File: src/include/udpll_pkg.sv
// constants and helpers for the usb clock loop control block
package udpll_pkg;
    // ---------------------------------------------------------------
    // register access
    // ---------------------------------------------------------------
    localparam logic [15:0] udpll_ctrl_addr = 16'h1e00;
    localparam logic [15:0] udpll_ctrl_reset = 16'h2004;
    localparam logic [15:0] udpll_wr_mask = 16'h7ffc;
    localparam logic [15:0] udpll_zero16 = 16'h0000;
    // ---------------------------------------------------------------
    // field positions
    // ---------------------------------------------------------------
    localparam int unsigned udpll_restart_after_idle_bit = 14;
    localparam int unsigned udpll_restart_on_break_bit = 13;
    localparam int unsigned udpll_mult_hi = 11;
    localparam int unsigned udpll_mult_lo = 7;
    localparam int unsigned udpll_ldiv_hi = 6;
    localparam int unsigned udpll_ldiv_lo = 5;
    localparam int unsigned udpll_lock_enable_bit = 4;
    localparam int unsigned udpll_bdiv_hi = 3;
    localparam int unsigned udpll_bdiv_lo = 2;
    localparam int unsigned udpll_break_bit = 1;
    localparam int unsigned udpll_lock_bit = 0;
    // ---------------------------------------------------------------
    // divider codes
    // ---------------------------------------------------------------
    localparam logic [1:0] udpll_bdiv_half = 2'h2;
    localparam logic [1:0] udpll_bdiv_quarter = 2'h3;
    localparam logic [2:0] udpll_ratio_one = 3'h1;
    localparam logic [2:0] udpll_ratio_two = 3'h2;
    localparam logic [2:0] udpll_ratio_four = 3'h4;

    typedef enum logic [1:0] {
        udpll_bypass,
        udpll_acquire,
        udpll_locked,
        udpll_idle
    } udpll_state_e;

    // bypass divide ratio: 00/01 by 1, 10 by 2, 11 by 4
    function automatic logic [2:0] udpll_bypass_ratio(input logic [1:0] code);
        case (code)
            udpll_bdiv_half: udpll_bypass_ratio = udpll_ratio_two;
            udpll_bdiv_quarter: udpll_bypass_ratio = udpll_ratio_four;
            default: udpll_bypass_ratio = udpll_ratio_one;
        endcase
    endfunction

    // lock divide ratio: code plus one
    function automatic logic [2:0] udpll_lock_ratio(input logic [1:0] code);
        udpll_lock_ratio = {1'b0, code} + 3'h1;
    endfunction
endpackage

File: src/include/udpll_div_if.sv
// link between the control logic and the bypass divider
`timescale 1ns/1ps
interface udpll_div_if;
    logic run;
    logic [2:0] ratio;
    logic tick;
    modport ctrl (output run, output ratio, input tick);
    modport div (input run, input ratio, output tick);
endinterface

File: src/udpll_bypass_div.sv
// bypass-mode divider producing one output clock enable per period
`timescale 1ns/1ps
module udpll_bypass_div
    import udpll_pkg::*;
(
    // clock and reset
    input wire logic ref_clk,
    input wire logic resetn,
    input wire logic ce,
    // control side
    udpll_div_if.div dv
);
    logic [2:0] count;
    logic [2:0] next_count;
    logic tick;
    logic next_tick;

    // ---------------------------------------------------------------
    // divide counter
    // ---------------------------------------------------------------
    always_comb begin
        next_count = count;
        next_tick = 1'b0;
        if (!dv.run) begin
            next_count = 3'h0;
        end else if (count + 3'h1 >= dv.ratio) begin
            next_count = 3'h0;
            next_tick = 1'b1;
        end else begin
            next_count = count + 3'h1;
        end
    end

    always_ff @(posedge ref_clk or negedge resetn) begin
        if (!resetn) begin
            count <= 3'h0;
            tick <= 1'b0;
        end else if (ce) begin
            count <= next_count;
            tick <= next_tick;
        end
    end

    assign dv.tick = tick;
endmodule

File: src/udpll_ctrl.sv
// usb clock loop control register, mode sequencing and indicators
`timescale 1ns/1ps
module udpll_ctrl
    import udpll_pkg::*;
(
    // clock and reset
    input wire logic ref_clk,
    input wire logic resetn,
    input wire logic ce,
    // io register port
    input wire logic [15:0] io_addr,
    input wire logic io_wr,
    input wire logic io_rd,
    input wire logic [15:0] io_wdata,
    output logic [15:0] io_rdata,
    // analog loop side
    input wire logic lock_detect,
    input wire logic idle_req,
    output logic loop_run,
    output logic [4:0] loop_mult,
    output logic [2:0] loop_div,
    // output clock select
    output logic lock_mode,
    output logic bypass_tick
);
    udpll_div_if dv ();

    logic lock_meta;
    logic lock_sync;
    logic lock_prev;
    logic [15:0] ctrl;
    logic [15:0] next_ctrl;
    logic brk;
    logic next_brk;
    udpll_state_e state;
    udpll_state_e next_state;
    udpll_state_e saved;
    udpll_state_e next_saved;
    logic [15:0] next_rdata;
    logic next_loop_run;
    logic [4:0] next_loop_mult;
    logic [2:0] next_loop_div;
    logic next_lock_mode;
    logic next_bypass_tick;
    logic wr_hit;
    logic lock_fall;
    logic lock_rise;
    logic en_now;
    logic en_was;
    logic rd_hit;
    logic tick_allowed;

    // ---------------------------------------------------------------
    // lock detect synchroniser
    // ---------------------------------------------------------------
    always_ff @(posedge ref_clk or negedge resetn) begin
        if (!resetn) begin
            lock_meta <= 1'b0;
            lock_sync <= 1'b0;
            lock_prev <= 1'b0;
        end else if (ce) begin
            lock_meta <= lock_detect;
            lock_sync <= lock_meta;
            lock_prev <= lock_sync;
        end
    end

    // lock edges are taken after the synchroniser only
    assign lock_fall = lock_prev && !lock_sync;
    assign lock_rise = !lock_prev && lock_sync;
    assign wr_hit = io_wr && (io_addr == udpll_ctrl_addr);
    assign rd_hit = io_rd && (io_addr == udpll_ctrl_addr);
    assign en_was = ctrl[udpll_lock_enable_bit];
    assign en_now = next_ctrl[udpll_lock_enable_bit];

    // ---------------------------------------------------------------
    // register, break flag and mode sequencing
    // ---------------------------------------------------------------
    always_comb begin
        next_ctrl = ctrl;
        next_brk = brk;
        next_state = state;
        next_saved = saved;
        if (wr_hit) begin
            // bit 12 is stored as written; software keeps it zero
            next_ctrl = io_wdata & udpll_wr_mask;
        end
        if (state == udpll_locked && lock_fall) begin
            next_brk = 1'b0;
        end else if (lock_rise) begin
            next_brk = 1'b1;
        end
        // a write forces the break flag back to one
        if (wr_hit) begin
            next_brk = 1'b1;
        end
        case (state)
            udpll_bypass: begin
                if (idle_req) begin
                    next_saved = state;
                    next_state = udpll_idle;
                end else if (en_now && (!en_was || wr_hit)) begin
                    next_state = udpll_acquire;
                end
            end
            udpll_acquire: begin
                if (idle_req) begin
                    next_saved = state;
                    next_state = udpll_idle;
                end else if (!en_now) begin
                    next_state = udpll_bypass;
                end else if (lock_sync) begin
                    next_state = udpll_locked;
                end
            end
            udpll_locked: begin
                if (idle_req) begin
                    next_saved = state;
                    next_state = udpll_idle;
                end else if (!en_now) begin
                    next_state = udpll_bypass;
                end else if (wr_hit) begin
                    next_state = udpll_acquire;
                end else if (lock_fall && ctrl[udpll_restart_on_break_bit]) begin
                    next_state = udpll_acquire;
                end
                // break with restart_on_break clear keeps the lock state
            end
            udpll_idle: begin
                if (!idle_req) begin
                    if (ctrl[udpll_restart_after_idle_bit]) begin
                        next_state = en_now ? udpll_acquire : udpll_bypass;
                    end else if (saved == udpll_locked) begin
                        // loop was stopped in idle: lock again with the kept settings
                        next_state = udpll_acquire;
                    end else begin
                        next_state = saved;
                    end
                end
            end
            default: next_state = udpll_bypass;
        endcase
    end

    // ---------------------------------------------------------------
    // registered outputs
    // ---------------------------------------------------------------
    always_comb begin
        next_rdata = udpll_zero16;
        if (rd_hit) begin
            next_rdata = ctrl & udpll_wr_mask;
            next_rdata[udpll_break_bit] = brk;
            next_rdata[udpll_lock_bit] = (state == udpll_locked);
        end
        next_loop_run = (next_state == udpll_acquire) || (next_state == udpll_locked);
        next_loop_mult = next_ctrl[udpll_mult_hi:udpll_mult_lo];
        next_loop_div = udpll_lock_ratio(next_ctrl[udpll_ldiv_hi:udpll_ldiv_lo]);
        next_lock_mode = (next_state == udpll_locked);
        // no bypass pulse once the locked clock or idle is selected
        tick_allowed = (next_state == udpll_bypass) || (next_state == udpll_acquire);
        next_bypass_tick = dv.tick && tick_allowed;
    end

    // bypass divider runs only in bypass and acquire, and is stopped while locked or idle
    assign dv.run = (state != udpll_locked) && (state != udpll_idle);
    assign dv.ratio = udpll_bypass_ratio(ctrl[udpll_bdiv_hi:udpll_bdiv_lo]);

    always_ff @(posedge ref_clk or negedge resetn) begin
        if (!resetn) begin
            ctrl <= udpll_ctrl_reset;
            brk <= 1'b1;
            state <= udpll_bypass;
            saved <= udpll_bypass;
            io_rdata <= udpll_zero16;
            loop_run <= 1'b0;
            loop_mult <= 5'h00;
            loop_div <= udpll_ratio_one;
            lock_mode <= 1'b0;
            bypass_tick <= 1'b0;
        end else if (ce) begin
            ctrl <= next_ctrl;
            brk <= next_brk;
            state <= next_state;
            saved <= next_saved;
            io_rdata <= next_rdata;
            loop_run <= next_loop_run;
            loop_mult <= next_loop_mult;
            loop_div <= next_loop_div;
            lock_mode <= next_lock_mode;
            bypass_tick <= next_bypass_tick;
        end
    end

    udpll_bypass_div u_div (
        .ref_clk(ref_clk),
        .resetn(resetn),
        .ce(ce),
        .dv(dv)
    );
endmodule

File: config.mk
export PLATFORM = sky130hd
export DESIGN_NAME = udpll_ctrl
export DESIGN_NICKNAME = d
export VERILOG_FILES = /design/src/include/udpll_pkg.sv /design/src/include/udpll_div_if.sv /design/src/udpll_bypass_div.sv /design/src/udpll_ctrl.sv
export SDC_FILE = /design/constraint.sdc
export NUM_CORES = 1
export LEC_CHECK = 0
export BUFFER_PORTS_ARGS = -buffer_cell sky130_fd_sc_hd__buf_2
export CAP_MARGIN = 20
export CORE_AREA = 2 2 92 76
export DETAILED_ROUTE_END_ITERATION = 6
export DIE_AREA = 0 0 94 78
export GPL_TIMING_DRIVEN = 0
export PLACE_DENSITY_LB_ADDON = 0.2
export SYNTH_ARGS = -nofsm -noshare
export SYNTH_HDL_FRONTEND = slang
export SYNTH_SLANG_ARGS = --single-unit
File: constraint.sdc
create_clock -name ref_clk -period 2.2 [get_ports ref_clk]
set_input_delay 0.22 -clock ref_clk [delete_from_list [all_inputs] [get_ports ref_clk]]
set_output_delay 0.22 -clock ref_clk [all_outputs]
set_load 0.01 [all_outputs]
# ---- Word-level counts from Yosys, hierarchy flattened
# Cells that the tools add are included.
dict set report classes {
  add_sub_neg 2
  order_cmp 1
  eq_ne 11
  n_mux 24
  reduce_logical 22
}
# cell count
set op_table {}
lappend op_table {{two-way mux 2 bit} 12}
lappend op_table {{== test 16 x 13 -> 1 bit (second input constant)} 1}
lappend op_table {{two-way mux 15 bit} 1}
lappend op_table {{== test 2 bit (second input constant)} 6}
lappend op_table {{two-way mux 12 bit} 1}
lappend op_table {{logical AND 1 bit} 9}
lappend op_table {{one-hot mux 2 bit (4 select lines)} 1}
lappend op_table {{two-way mux 1 bit} 6}
lappend op_table {{two-way mux 3 bit} 2}
lappend op_table {{one-hot mux 3 bit (2 select lines)} 1}
lappend op_table {{== test 2 x 1 -> 1 bit (second input constant)} 2}
lappend op_table {{zero test 2 bit} 2}
lappend op_table {{!= test 2 bit (second input constant)} 2}
lappend op_table {{AND reduction 2 bit} 2}
lappend op_table {{adder 2 x 1 -> 3 bit (second input constant)} 1}
lappend op_table {{adder 3 x 1 -> 3 bit (second input constant)} 1}
lappend op_table {{>= comparator 3 bit} 1}
lappend op_table {{zero test 1 bit} 3}
lappend op_table {{logical OR 1 bit} 3}
lappend op_table {{AND reduction 3 bit} 1}
lappend op_table {{nonzero test 3 bit} 1}
lappend op_table {{OR reduction 3 bit} 1}
dict set report totals {
  reg_bits 52
  elab_cells 76
}

# ---- Depth between registers and ports, before layout
# Gate-level depths: netlist (run 1).
dict set report depth {
  word_depth 11
  depth_mapped 8
  mapped_depth_nobuf 7
}

# ---- By module
# From an unflattened synthesis (run 1), not the netlist that was laid out.
dict set report unflattened {
  cells_unflattened 189
  area_unflattened_um2 2235.9
}
# mod n_inst cells_each area_each_um2 seq_area_each_um2
set modules_own_cells {}
lappend modules_own_cells {udpll_ctrl 1 162 1963.1 1056.0}
lappend modules_own_cells {udpll_bypass_div 1 27 272.8 100.1}

# ---- Worst setup path before layout (run 1)
# Ideal clock, no wire load.
dict set report synth_path {
  path_type {input to register}
  from {input port io_addr[0]}
  to {register loop_div[1]}
  setup_time_ns 0.125
  t_arrival_ns 1.794
  slack_ns 0.281
  stages 6
  n_path_buf 0
  path_cell_list {nor4_2 nand3_2 nor2_2 mux2_2 ha_1 mux2_2}
}
dict set report synth_between {
  elab_chain_cells 4
}
# item line
set synth_lines {}
lappend synth_lines {{from (decl)} udpll_ctrl.sv:11} ;# input wire logic [15:0] io_addr,
lappend synth_lines {{== test 16 x 13 -> 1 bit} udpll_ctrl.sv:71} ;# assign wr_hit = io_wr && (io_addr == udpll_ctrl_addr);
lappend synth_lines {{logical AND 1 bit} udpll_ctrl.sv:71}
lappend synth_lines {{two-way mux 12 bit} udpll_ctrl.sv:84} ;# if (wr_hit) begin
lappend synth_lines {{named net next_ctrl[5]} udpll_ctrl.sv:32} ;# logic [15:0] next_ctrl;
lappend synth_lines {{adder 2 x 1 -> 3 bit} udpll_pkg.sv:51} ;# udpll_lock_ratio = {1'b0, code} + 3'h1;
lappend synth_lines {{named net next_loop_div[1]} udpll_ctrl.sv:42} ;# logic [2:0] next_loop_div;
lappend synth_lines {{to (signal assigned)} udpll_ctrl.sv:177} ;# loop_div <= udpll_ratio_one;
lappend synth_lines {{to (signal assigned)} udpll_ctrl.sv:188} ;# loop_div <= next_loop_div;
lappend synth_lines {{to (decl)} udpll_ctrl.sv:21} ;# output logic [2:0] loop_div,
# The timed path passes the listed nets, and every way through them passes these cells.
# A chain may end at the register's enable or synchronous reset.

# ---- Final worst setup path (run 1)
dict set report layout_path {
  from {register saved[1]}
  to {register loop_run}
}
dict set report layout_between {
  elab_chain_cells 7
  elab_cells_between_ends 8
  cone_classes {eq/ne (3); mux (4); reduce/logical (1)}
}
# item line
set layout_lines {}
lappend layout_lines {{from (decl)} udpll_ctrl.sv:37} ;# udpll_state_e saved;
lappend layout_lines {{from (signal assigned)} udpll_ctrl.sv:173} ;# saved <= udpll_bypass;
lappend layout_lines {{from (signal assigned)} udpll_ctrl.sv:184} ;# saved <= next_saved;
lappend layout_lines {{== test 2 bit} udpll_ctrl.sv:133} ;# end else if (saved == udpll_locked) begin
lappend layout_lines {{two-way mux 2 bit (*)} udpll_ctrl.sv:133}
lappend layout_lines {{two-way mux 2 bit (*)} udpll_ctrl.sv:131} ;# if (ctrl[udpll_restart_after_idle_bit]) begin
lappend layout_lines {{two-way mux 2 bit (*)} udpll_ctrl.sv:130} ;# if (!idle_req) begin
lappend layout_lines {{one-hot mux 2 bit (4 select lines) (*)} udpll_ctrl.sv:97} ;# case (state)
lappend layout_lines {{== test 2 x 1 -> 1 bit / == test 2 bit (equally long branches)} udpll_ctrl.sv:155} ;# next_loop_run = (next_state == udpll_acquire) || (next_state == udpll_locked);
lappend layout_lines {{logical OR 1 bit (*)} udpll_ctrl.sv:155}
lappend layout_lines {{to (signal assigned)} udpll_ctrl.sv:186} ;# loop_run <= next_loop_run;
lappend layout_lines {{to (decl)} udpll_ctrl.sv:19} ;# output logic loop_run,
# Every way passes the cells marked *; elsewhere a longest branch is shown, timed or not.

==> out/metrics.csv, run 1 <==
metric,value,unit
port_buffers,60,
drtIter0Drc,110,
r2r_setup_slack,0.14,ns
avgSynthCellArea,12.0,um^2
critPathRequiredTime,2.42,ns
crit_chain,or4_4 -> and3_1 -> o221ai_2 -> a21oi_1 -> o21ai_1 -> ha_1 -> o21ai_0,
skew,0.00554,ns
grt_max_degree,47,
ys_seq_elements,46,
maxCapViolations,0,
drt-pass1-iter-count,4,
final_cells,335,
clock_latency,0.30,ns
status,finished clean,
finalSetupViolations,0,
start_util,34.4,%
p_switching,0.646,mW
final_util,42.8,%
period_needed,2.06,ns
clockBufferDepth,2,
row_count,26,
synth_area,2180,um^2
grt_pass1_wl,8.07,mm
end_kind,flip-flop,
die_height,78,um
hold_viol,0,
cts_buffers,5,
syn_inst,181,
htree_num_levels,2,
synth_top_area_share,48.2,%
synth_commonest_cells,"dfrtp_1 (42), a22o_1 (15), mux2_2 (12), nand2_1 (12)",
drive_gt1_share,41.0,%
synthesis.nets,226,
power_density,762,nW/um^2
rsz0062_at_grt,no,
core,6340,um^2
critPathTopFamily,simple AND/OR/NAND/NOR gates,
max_stage_delay,0.52,ns
routed_wl,4.81,mm
clk_pin_slew_worst_paths,0.09,ns
report.final.slew_viol_count,0,
max_freq,485,MHz
worst_pin_slew,0.542,ns
cts_setup_buffers,0,
fill_cells,624,
synth_area_leaders,"dfrtp_1 (48%), mux2_2 (6.2%), a22o_1 (6.0%)",
syn2layout_area_growth,24.6,%
cp_slowest_cell,or4_4,
grt_pass1_vias,1663,
yosysMostFrequentCell,dfrtp_1,
tritoncts,built,
p_sw_share,31.2,%
drt.antenna.violating_nets,0,
cp-start-kind,flip-flop,
root_buffer,clkbuf_8,
die_area,7330,um^2
grt_usage,14.0,%
crit_fanout,4,
crit_type,reg2reg,
yosysTopAreaCell,dfrtp_1,
seqPwrFrac,49.2,%
cellLeakagePower,1.41,nW
final_nets,295,
num_vias,1658,
timing.final.crit_share,93.8,%
synth_cell_types,45,
io_pins,66,
antenna-diode-count,0,
ys.flop_type,dfrtp_1,
dp_cells,325,
die_w,94,um
crit_buf_inv,0,
drt-wirelength-per-cell,14.4,um
p_clk_share,26.4,%
min_path_type,in2reg,
power.share.combinational,24.4,%
slew_headroom,63.8,%
antenna_found_initial,0,
cts.sinks,46,
internal_power,1.43,mW
ys_warn_count,0,
arrival,2.29,ns
seq_area_frac_synth,53.0,%
async_reset_ff_share,100,%
grt_overflow,0,
vdd_drop_max,0.232,mV
dp_hpwl,3.48,mm
via_per_inst,4.95,
synth_edf_count,0,
place.gp.congestion,0.749,
drc,0,
-- cells by family after synthesis --
| kind of cell | after synthesis | share of synthesized area, % |
|---|---|---|
| AOI/OAI and AO/OA | 47 | 15.7 |
| xor gates and xnor gates | 1 | 0.402 |
| adders and majority gates | 6 | 3.44 |
| buffers and inverters | 21 | 4.88 |
| DFF | 46 | 53.0 |
| muxes | 21 | 10.8 |
| other | 1 | 0.172 |
| and+or+nand+nor | 38 | 11.6 |
-- flip-flops by register name, summed over array words and instances (netlist names) --
| signal | cells |
|---|---|
| lock_meta | 1 |
| lock_sync | 1 |
| u_div.count | 3 |
| loop_div | 3 |
| saved | 2 |
| lock_prev | 1 |
| loop_mult | 5 |
| brk | 1 |
| bypass_tick | 1 |
| u_div.dv.tick | 1 |
| lock_mode | 1 |
| state | 2 |
| ctrl | 8 |
| loop_run | 1 |
| io_rdata | 15 |
-- routing by layer --
metal | track usage (%) | share of wire [%] | vias to the layer above | routed length, um
met5 | 0 | 0 | - | 0
met4 | 3.91 | 0.81 | 0 | 39
met3 | 3.40 | 4.8 | 5 | 229
met2 | 21.9 | 45 | 34 | 2150
met1 | 19.3 | 50 | 823 | 2390
li1 | - | - | 796 | -
-- cells in the final DEF, fill, tap and decap left out, types with 2 or more instances in the layout --
cell      count
a21o_1        2
a21oi_1       8
a22o_1       15
a32o_1        3
and3_1        3
buf_2        61
buf_4         7
clkbuf_1      8
clkbuf_8      6
dfrtp_1      42
dfstp_2       4
ha_1          6
inv_1         5
mux2_1        8
mux2_2       12
nand2_1      12
nand2b_1      2
nor2_1        5
nor2_2        2
nor4b_2       2
o21a_1        2
o21ai_0       6
o21ai_1       2
o31ai_1       2
-- tightest hold or removal path: cells and delay by family --
kind | cells | cell delay, ns
buffers and inverters | 1 | 0.08
and+or+nand+nor | 1 | 0.04
AOI/OAI and AO/OA | 1 | 0.06
-- final cells by class --
cell class | count | area [um^2] | share of cell area [%]
clock inverters | 2 | 12.5 | 0.461
inverters | 5 | 18.8 | 0.691
clock buffers | 6 | 82.6 | 3.04
well taps | 84 | 105 | 3.87
multi-input cells | 114 | 923 | 34.0
repair buffers | 62 | 330 | 12.2
flip-flops and latches | 46 | 1160 | 42.6
plain buffers | 16 | 87.6 | 3.22
-- through the flow --
stage	hold slack (ns)	cell area (um^2)	power (mW)	worst slack (ns)	TNS [ns]
after global placement	0.426	2580	1.52	-0.0190	-0.0190
after global routing	0.128	2720	2.20	0.00328	0
final	0.123	2720	2.07	0.137	0
after detailed placement	0.432	2580	1.53	-0.0564	-0.0564
after floorplan	-0.0756	2180	1.36	0.281	0
after CTS	0.116	2680	2.08	0.0259	0
-- power by group through the flow --
stage / clock (mW) / sequential [mW] / combinational [mW]
floorplan: 0 / 1.03 / 0.332
global placement: 0 / 1.03 / 0.491
detailed placement: 0 / 1.04 / 0.493
CTS: 0.562 / 1.02 / 0.497
global route: 0.597 / 1.03 / 0.577
finish: 0.547 / 1.02 / 0.505
-- path summary, 6_finish.rpt --
kind                                       from                   end  cells after the start
min                                 io_wdata[3]   ctrl[3]$_DFFE_PN0P_                      3
max                        saved[1]$_DFFE_PN0P_  loop_run$_DFFE_PN0P_                      7
max in group asynchronous                resetn  ctrl[13]$_DFFE_PN1P_                      3
min in group asynchronous                resetn  loop_run$_DFFE_PN0P_                      2
min reg2reg                ctrl[12]$_DFFE_PN0P_  ctrl[12]$_DFFE_PN0P_                      1
max reg2reg                saved[1]$_DFFE_PN0P_  loop_run$_DFFE_PN0P_                      7
-- repair_timing --
action | in CTS | in global routing
setup endpoints to repair | 0 | 1
hold buffers | 0 | 1
gates resized for setup | 0 | 2
endpoints found under the hold margin | 0 | 9
No activity file was read; power rests on OpenSTA's default activity.
==> inputs of run 2 (changes only) <==
clock period = 2.13 ns   (was 2.2 ns; I/O delays follow)
==> out/metrics.csv, run 2 (synthesis gave the netlist of run 1 again) <==
metric,value,unit,change
cts.sinks,46,,unchanged
report.final.slew_viol_count,0,,unchanged
clockBufferDepth,2,,unchanged
slew_headroom,63.8,%,unchanged
drt.antenna.violating_nets,0,,unchanged
timing.final.crit_share,95.1,%,was 93.8%
end_kind,flip-flop,,unchanged
dp_hpwl,3.48,mm,unchanged
drtIter0Drc,107,,was 110
top_register,io_rdata,,unchanged
grt_max_degree,47,,unchanged
reg2reg_to,lock_mode$_DFFE_PN0P_,,was loop_run$_DFFE_PN0P_
antenna-diode-count,0,,unchanged
timing.final.ws_setup,0.104,ns,was 0.137 ns
cellLeakagePower,1.41,nW,about the same
clk_pin_slew_worst_paths,0.09,ns,about the same
crit_buf_inv,1,,was 0
cp_num_cells,8,,was 7
finalSetupViolations,0,,unchanged
die_area,7330,um^2,unchanged
seqPwrFrac,49.0,%,was 49.2%
core,6340,um^2,unchanged
internal_power,1.48,mW,was 1.43 mW
drt-wirelength-per-cell,14.4,um,about the same
timing.rr.start,state[0]$_DFFE_PN0P_,,was saved[1]$_DFFE_PN0P_
min_path_type,in2reg,,unchanged
syn2layout_area_growth,24.8,%,was 24.6%
crit_fanout,9,,was 4
place.gp.congestion,0.749,,unchanged
crit_type,reg2reg,,unchanged
grt_overflow,0,,unchanged
drc,0,,unchanged
arrival,2.22,ns,was 2.29 ns
cp_slowest_cell,dfrtp_1,,was or4_4
port_buffers,60,,unchanged
grt_pass1_wl,8.07,mm,unchanged
critPathTopFamily,compound AO/OA/AOI/OAI gates,,was simple AND/OR/NAND/NOR gates
die_height,78,um,unchanged
crit_chain,clkbuf_1 -> and4b_1 -> a221oi_1 -> o21ai_0 -> o21ai_1 -> nand2_1 -> ha_1 -> mux2_2,,was or4_4 -> and3_1 -> o221ai_2 -> a21oi_1 -> o21ai_1 -> ha_1 -> o21ai_0
final_common_cell,buf_2,,unchanged
clock_latency,0.30,ns,about the same
power.share.combinational,24.7,%,was 24.4%
final_util,42.9,%,was 42.8%
root_buffer,clkbuf_8,,unchanged
critPathLaunch,state[0]$_DFFE_PN0P_,,was saved[1]$_DFFE_PN0P_
die_w,94,um,unchanged
final_nets,295,,unchanged
routed_wl,4.82,mm,was 4.81 mm
vdd_drop_max,0.240,mV,was 0.232 mV
cp-start-kind,flip-flop,,unchanged
power_density,790,nW/um^2,was 762 nW/um^2
start_util,34.4,%,unchanged
num_vias,1660,,was 1658
p_clk_share,26.3,%,was 26.4%
skew,0.00543,ns,was 0.00554 ns
reg2regPathDepth,8,,was 7
period_needed,2.03,ns,was 2.06 ns
row_count,26,,unchanged
layout_common_cells,"buf_2 (61), dfrtp_1 (42), a22o_1 (15)",,unchanged
p_sw_share,31.3,%,was 31.2%
max_stage_delay,0.36,ns,was 0.52 ns
io_pins,66,,unchanged
p_switching,0.672,mW,was 0.646 mW
rsz0062_at_grt,no,,unchanged
pre_cts_ws,-0.119,ns,was -0.0564 ns
maxCapViolations,0,,unchanged
largest_reg_flops,15,,unchanged
htree_num_levels,2,,unchanged
via_per_inst,4.96,,was 4.95
largestRegisters,"io_rdata x15, ctrl x8, loop_mult x5",,unchanged
antenna_found_initial,0,,unchanged
hold_viol,0,,unchanged
cts_buffers,5,,unchanged
critPathRequiredTime,2.32,ns,was 2.42 ns
drt-pass1-iter-count,4,,unchanged
grt_usage,14.0,%,unchanged
crit_end,lock_mode$_DFFE_PN0P_,,was loop_run$_DFFE_PN0P_
fill_cells,625,,was 624
tritoncts,built,,unchanged
grt_pass1_vias,1663,,unchanged
status,finished clean,,unchanged
drive_gt1_share,41.4,%,was 41.0%
r2r_setup_slack,0.10,ns,was 0.14 ns
max_freq,494,MHz,was 485 MHz
worst_pin_slew,0.542,ns,about the same
-- run 2: what timing repair did --
item,in CTS,in global routing
resized for setup,1,3
endpoints found under the hold margin,0,9
hold buffers,0,1
setup endpoints to repair,1,1
buffers inserted,0,0
pin swaps,0,1
-- run 2: how the worst min path moves through the flow --
stage	from	end	slack, ns	depth (start not counted)
3_3_place_gp	io_wdata[3]	ctrl[3]$_DFFE_PN0P_	0.42	3
2_1_floorplan	resetn	bypass_tick$_DFFE_PN0P_	-0.08	0
5_1_grt	io_wdata[3]	ctrl[3]$_DFFE_PN0P_	0.12	3
6_report	io_wdata[3]	ctrl[3]$_DFFE_PN0P_	0.12	3
4_1_cts	io_wdata[3]	ctrl[3]$_DFFE_PN0P_	0.11	3
3_5_place_dp	io_wdata[3]	ctrl[3]$_DFFE_PN0P_	0.43	3
-- run 2: tightest hold or removal path: cells and delay by family --
family	cells	cell delay [ns]
buf+inv	1	0.08
compound gates	1	0.06
simple gates	1	0.04
-- run 2: stage by stage --
stage / power (mW) / setup TNS (ns) / cell area, um^2 / hold WS [ns] / instances
after CTS: 2.15 / 0 / 2680 / 0.109 / 333
after detailed placement: 1.58 / -0.177 / 2580 / 0.425 / 325
after floorplan: 1.41 / 0 / 2180 / -0.0826 / 181
final: 2.15 / 0 / 2720 / 0.116 / 335
after global routing: 2.29 / 0 / 2720 / 0.121 / 335
after global placement: 1.57 / -0.0820 / 2580 / 0.419 / 325
-- run 2: layout make-up --
class | count | area (um^2) | share of cell area (%)
Clock buffer | 6 | 82.6 | 3.04
Clock inverter | 2 | 12.5 | 0.460
Inverter | 5 | 18.8 | 0.690
Multi-Input combinational cell | 114 | 927 | 34.1
Tap cell | 84 | 105 | 3.86
Timing Repair Buffer | 62 | 330 | 12.1
Buffer | 16 | 87.6 | 3.22
Sequential cell | 46 | 1160 | 42.5
-- run 2: routing by layer --
metal  GRT usage, %  wire, um
met1           19.3      2380
met4           3.91        39
met3           3.40       229
met5              0         0
met2           21.9      2170
-- run 2: power groups by stage --
stage / sequential [mW] / clock [mW] / combinational [mW]
floorplan: 1.06 / 0 / 0.343
global placement: 1.07 / 0 / 0.507
detailed placement: 1.07 / 0 / 0.510
CTS: 1.05 / 0.581 / 0.514
global route: 1.06 / 0.616 / 0.607
finish: 1.05 / 0.564 / 0.531
==> inputs of run 3 (changes only) <==
RECOVER_POWER = 50   (was unset)
==> out/metrics.csv, run 3 (synthesis gave the netlist of run 1 again) <==
metric,value,unit,change
core,6340,um^2,unchanged
crit_chain,or4_4 -> and3_1 -> o221ai_2 -> a21oi_1 -> o21ai_1 -> ha_1 -> o21ai_2,,was clkbuf_1 -> and4b_1 -> a221oi_1 -> o21ai_0 -> o21ai_1 -> nand2_1 -> ha_1 -> mux2_2
end_kind,flip-flop,,unchanged
cts_buffers,5,,unchanged
vdd_drop_max,0.238,mV,was 0.240 mV
crit_fanout,4,,was 9
critPathRequiredTime,2.36,ns,was 2.32 ns
multi_input_area,927,um^2,unchanged
grt_max_degree,47,,unchanged
largestRegisters,"io_rdata x15, ctrl x8, loop_mult x5",,unchanged
timing.rr.start,saved[1]$_DFFE_PN0P_,,was state[0]$_DFFE_PN0P_
drt-pass1-iter-count,4,,unchanged
timing.final.ws_setup,0.115,ns,was 0.104 ns
routed_wl,4.80,mm,was 4.82 mm
cp-start-kind,flip-flop,,unchanged
top_register,io_rdata,,unchanged
min_from,io_wdata[3],,unchanged
via_per_inst,4.90,,was 4.96
drt-wirelength-per-cell,14.3,um,was 14.4 um
die_height,78,um,unchanged
place.gp.congestion,0.749,,unchanged
fill_cells,631,,was 625
port_buffers,60,,unchanged
drt.antenna.violating_nets,0,,unchanged
hold_viol,0,,unchanged
slew_headroom,40.5,%,was 63.8%
layout_common_cells,"buf_2 (48), dfrtp_1 (42), clkbuf_1 (21)",,"was buf_2 (61), dfrtp_1 (42), a22o_1 (15)"
tritoncts,built,,unchanged
die_area,7330,um^2,unchanged
clockBufferDepth,2,,unchanged
report.final.slew_viol_count,0,,unchanged
min_path_type,in2reg,,unchanged
grt_pass1_wl,8.07,mm,unchanged
cp_slowest_cell,or4_4,,was dfrtp_1
final_common_cell,buf_2,,unchanged
antenna_found_initial,0,,unchanged
htree_num_levels,2,,unchanged
tns,0,ns,unchanged
status,finished clean,,unchanged
drive_gt1_share,36.3,%,was 41.4%
fin_area,2690,um^2,was 2720 um^2
max_freq,496,MHz,was 494 MHz
start_util,34.4,%,unchanged
placed_cell_area,2580,um^2,unchanged
maxCapViolations,0,,unchanged
final_nets,295,,unchanged
critPathLaunch,saved[1]$_DFFE_PN0P_,,was state[0]$_DFFE_PN0P_
dp_hpwl,3.48,mm,unchanged
cts_setup_buffers,0,,unchanged
cts.sinks,46,,unchanged
die_w,94,um,unchanged
antenna-diode-count,0,,unchanged
drtIter0Drc,102,,was 107
finalSetupViolations,0,,unchanged
power_density,795,nW/um^2,was 790 nW/um^2
largest_reg_flops,15,,unchanged
grt_usage,14.0,%,unchanged
grt_overflow,0,,unchanged
clk_pin_slew_worst_paths,0.09,ns,about the same
timing.final.crit_share,94.6,%,was 95.1%
root_buffer,clkbuf_8,,unchanged
regArea,1160,um^2,unchanged
max_stage_delay,0.52,ns,was 0.36 ns
cellLeakagePower,1.35,nW,was 1.41 nW
skew,0.00740,ns,was 0.00543 ns
num_vias,1640,,was 1660
pre_cts_ws,-0.119,ns,unchanged
syn2layout_area_growth,23.4,%,was 24.8%
worst_pin_slew,0.893,ns,was 0.542 ns
r2r_setup_slack,0.11,ns,was 0.10 ns
row_count,26,,unchanged
arrival,2.25,ns,was 2.22 ns
crit_type,reg2reg,,unchanged
io_pins,66,,unchanged
grt_pass1_vias,1663,,unchanged
clock_latency,0.30,ns,about the same
rsz0062_at_grt,no,,unchanged
drc,0,,unchanged
period_needed,2.02,ns,was 2.03 ns
[run 3: cell count changes in the layout (fill, tap and decap cells not counted), sizes merged]
cell / previous run / this run
clkbuf: 14 / 28
buf: 69 / 55
[run 3: timing repair]
item / 4_1_cts / 5_1_grt
pin swaps: 0 / 1
resized for setup: 1 / 3
cloned: 0 / 0
hold endpoints to repair: 0 / 9
hold buffers: 0 / 1
setup endpoints to repair: 1 / 1
[run 3: stage by stage]
step / power, mW / hold slack [ns] / utilization (%) / std cells
after floorplan: 1.41 / -0.0826 / - / 181
after CTS: 2.15 / 0.109 / 42.2 / 333
after global routing: 2.28 / 0.121 / 42.4 / 335
after detailed placement: 1.58 / 0.425 / 40.7 / 325
after global placement: 1.57 / 0.419 / 40.7 / 325
final: 2.14 / 0.117 / 42.4 / 335
[run 3: worst paths after layout]
check | endpoint | depth (start not counted)
worst max-delay path | loop_run$_DFFE_PN0P_ | 7
worst min-delay path | ctrl[3]$_DFFE_PN0P_ | 3
worst max register to register | loop_run$_DFFE_PN0P_ | 7
worst min register to register | ctrl[12]$_DFFE_PN0P_ | 1
max in group asynchronous | loop_mult[0]$_DFFE_PN0P_ | 3
min in group asynchronous | loop_run$_DFFE_PN0P_ | 2
[run 3: metal layers]
metal / share of wire (%) / vias up / track usage, %
li1: - / 796 / -
met1: 48 / 801 / 19.3
met2: 46 / 38 / 21.9
met3: 5.0 / 5 / 3.40
met4: 0.88 / 0 / 3.91
met5: 0 / - / 0
[run 3: power breakdown]
group          switching [mW]  total, mW  internal [mW]
Sequential             0.0749       1.05          0.979
Clock                   0.301      0.562          0.261
Combinational           0.291      0.522          0.231
[run 3: worst max-delay path: cells and delay by family, from the launching register on]
kind | cells | cell delay [ns]
DFF | 1 | 0.41
adders and majority gates | 1 | 0.27
AOI/OAI and AO/OA | 4 | 0.54
and+or+nand+nor | 2 | 0.73
[run 3: final cells by class]
class / instances / share of cell area [%]
Sequential cell: 46 / 43.0
Buffer: 16 / 3.26
Clock inverter: 2 / 0.465
Inverter: 5 / 0.698
Tap cell: 84 / 3.91
Clock buffer: 6 / 3.07
Multi-Input combinational cell: 114 / 34.5
Timing Repair Buffer: 62 / 11.1
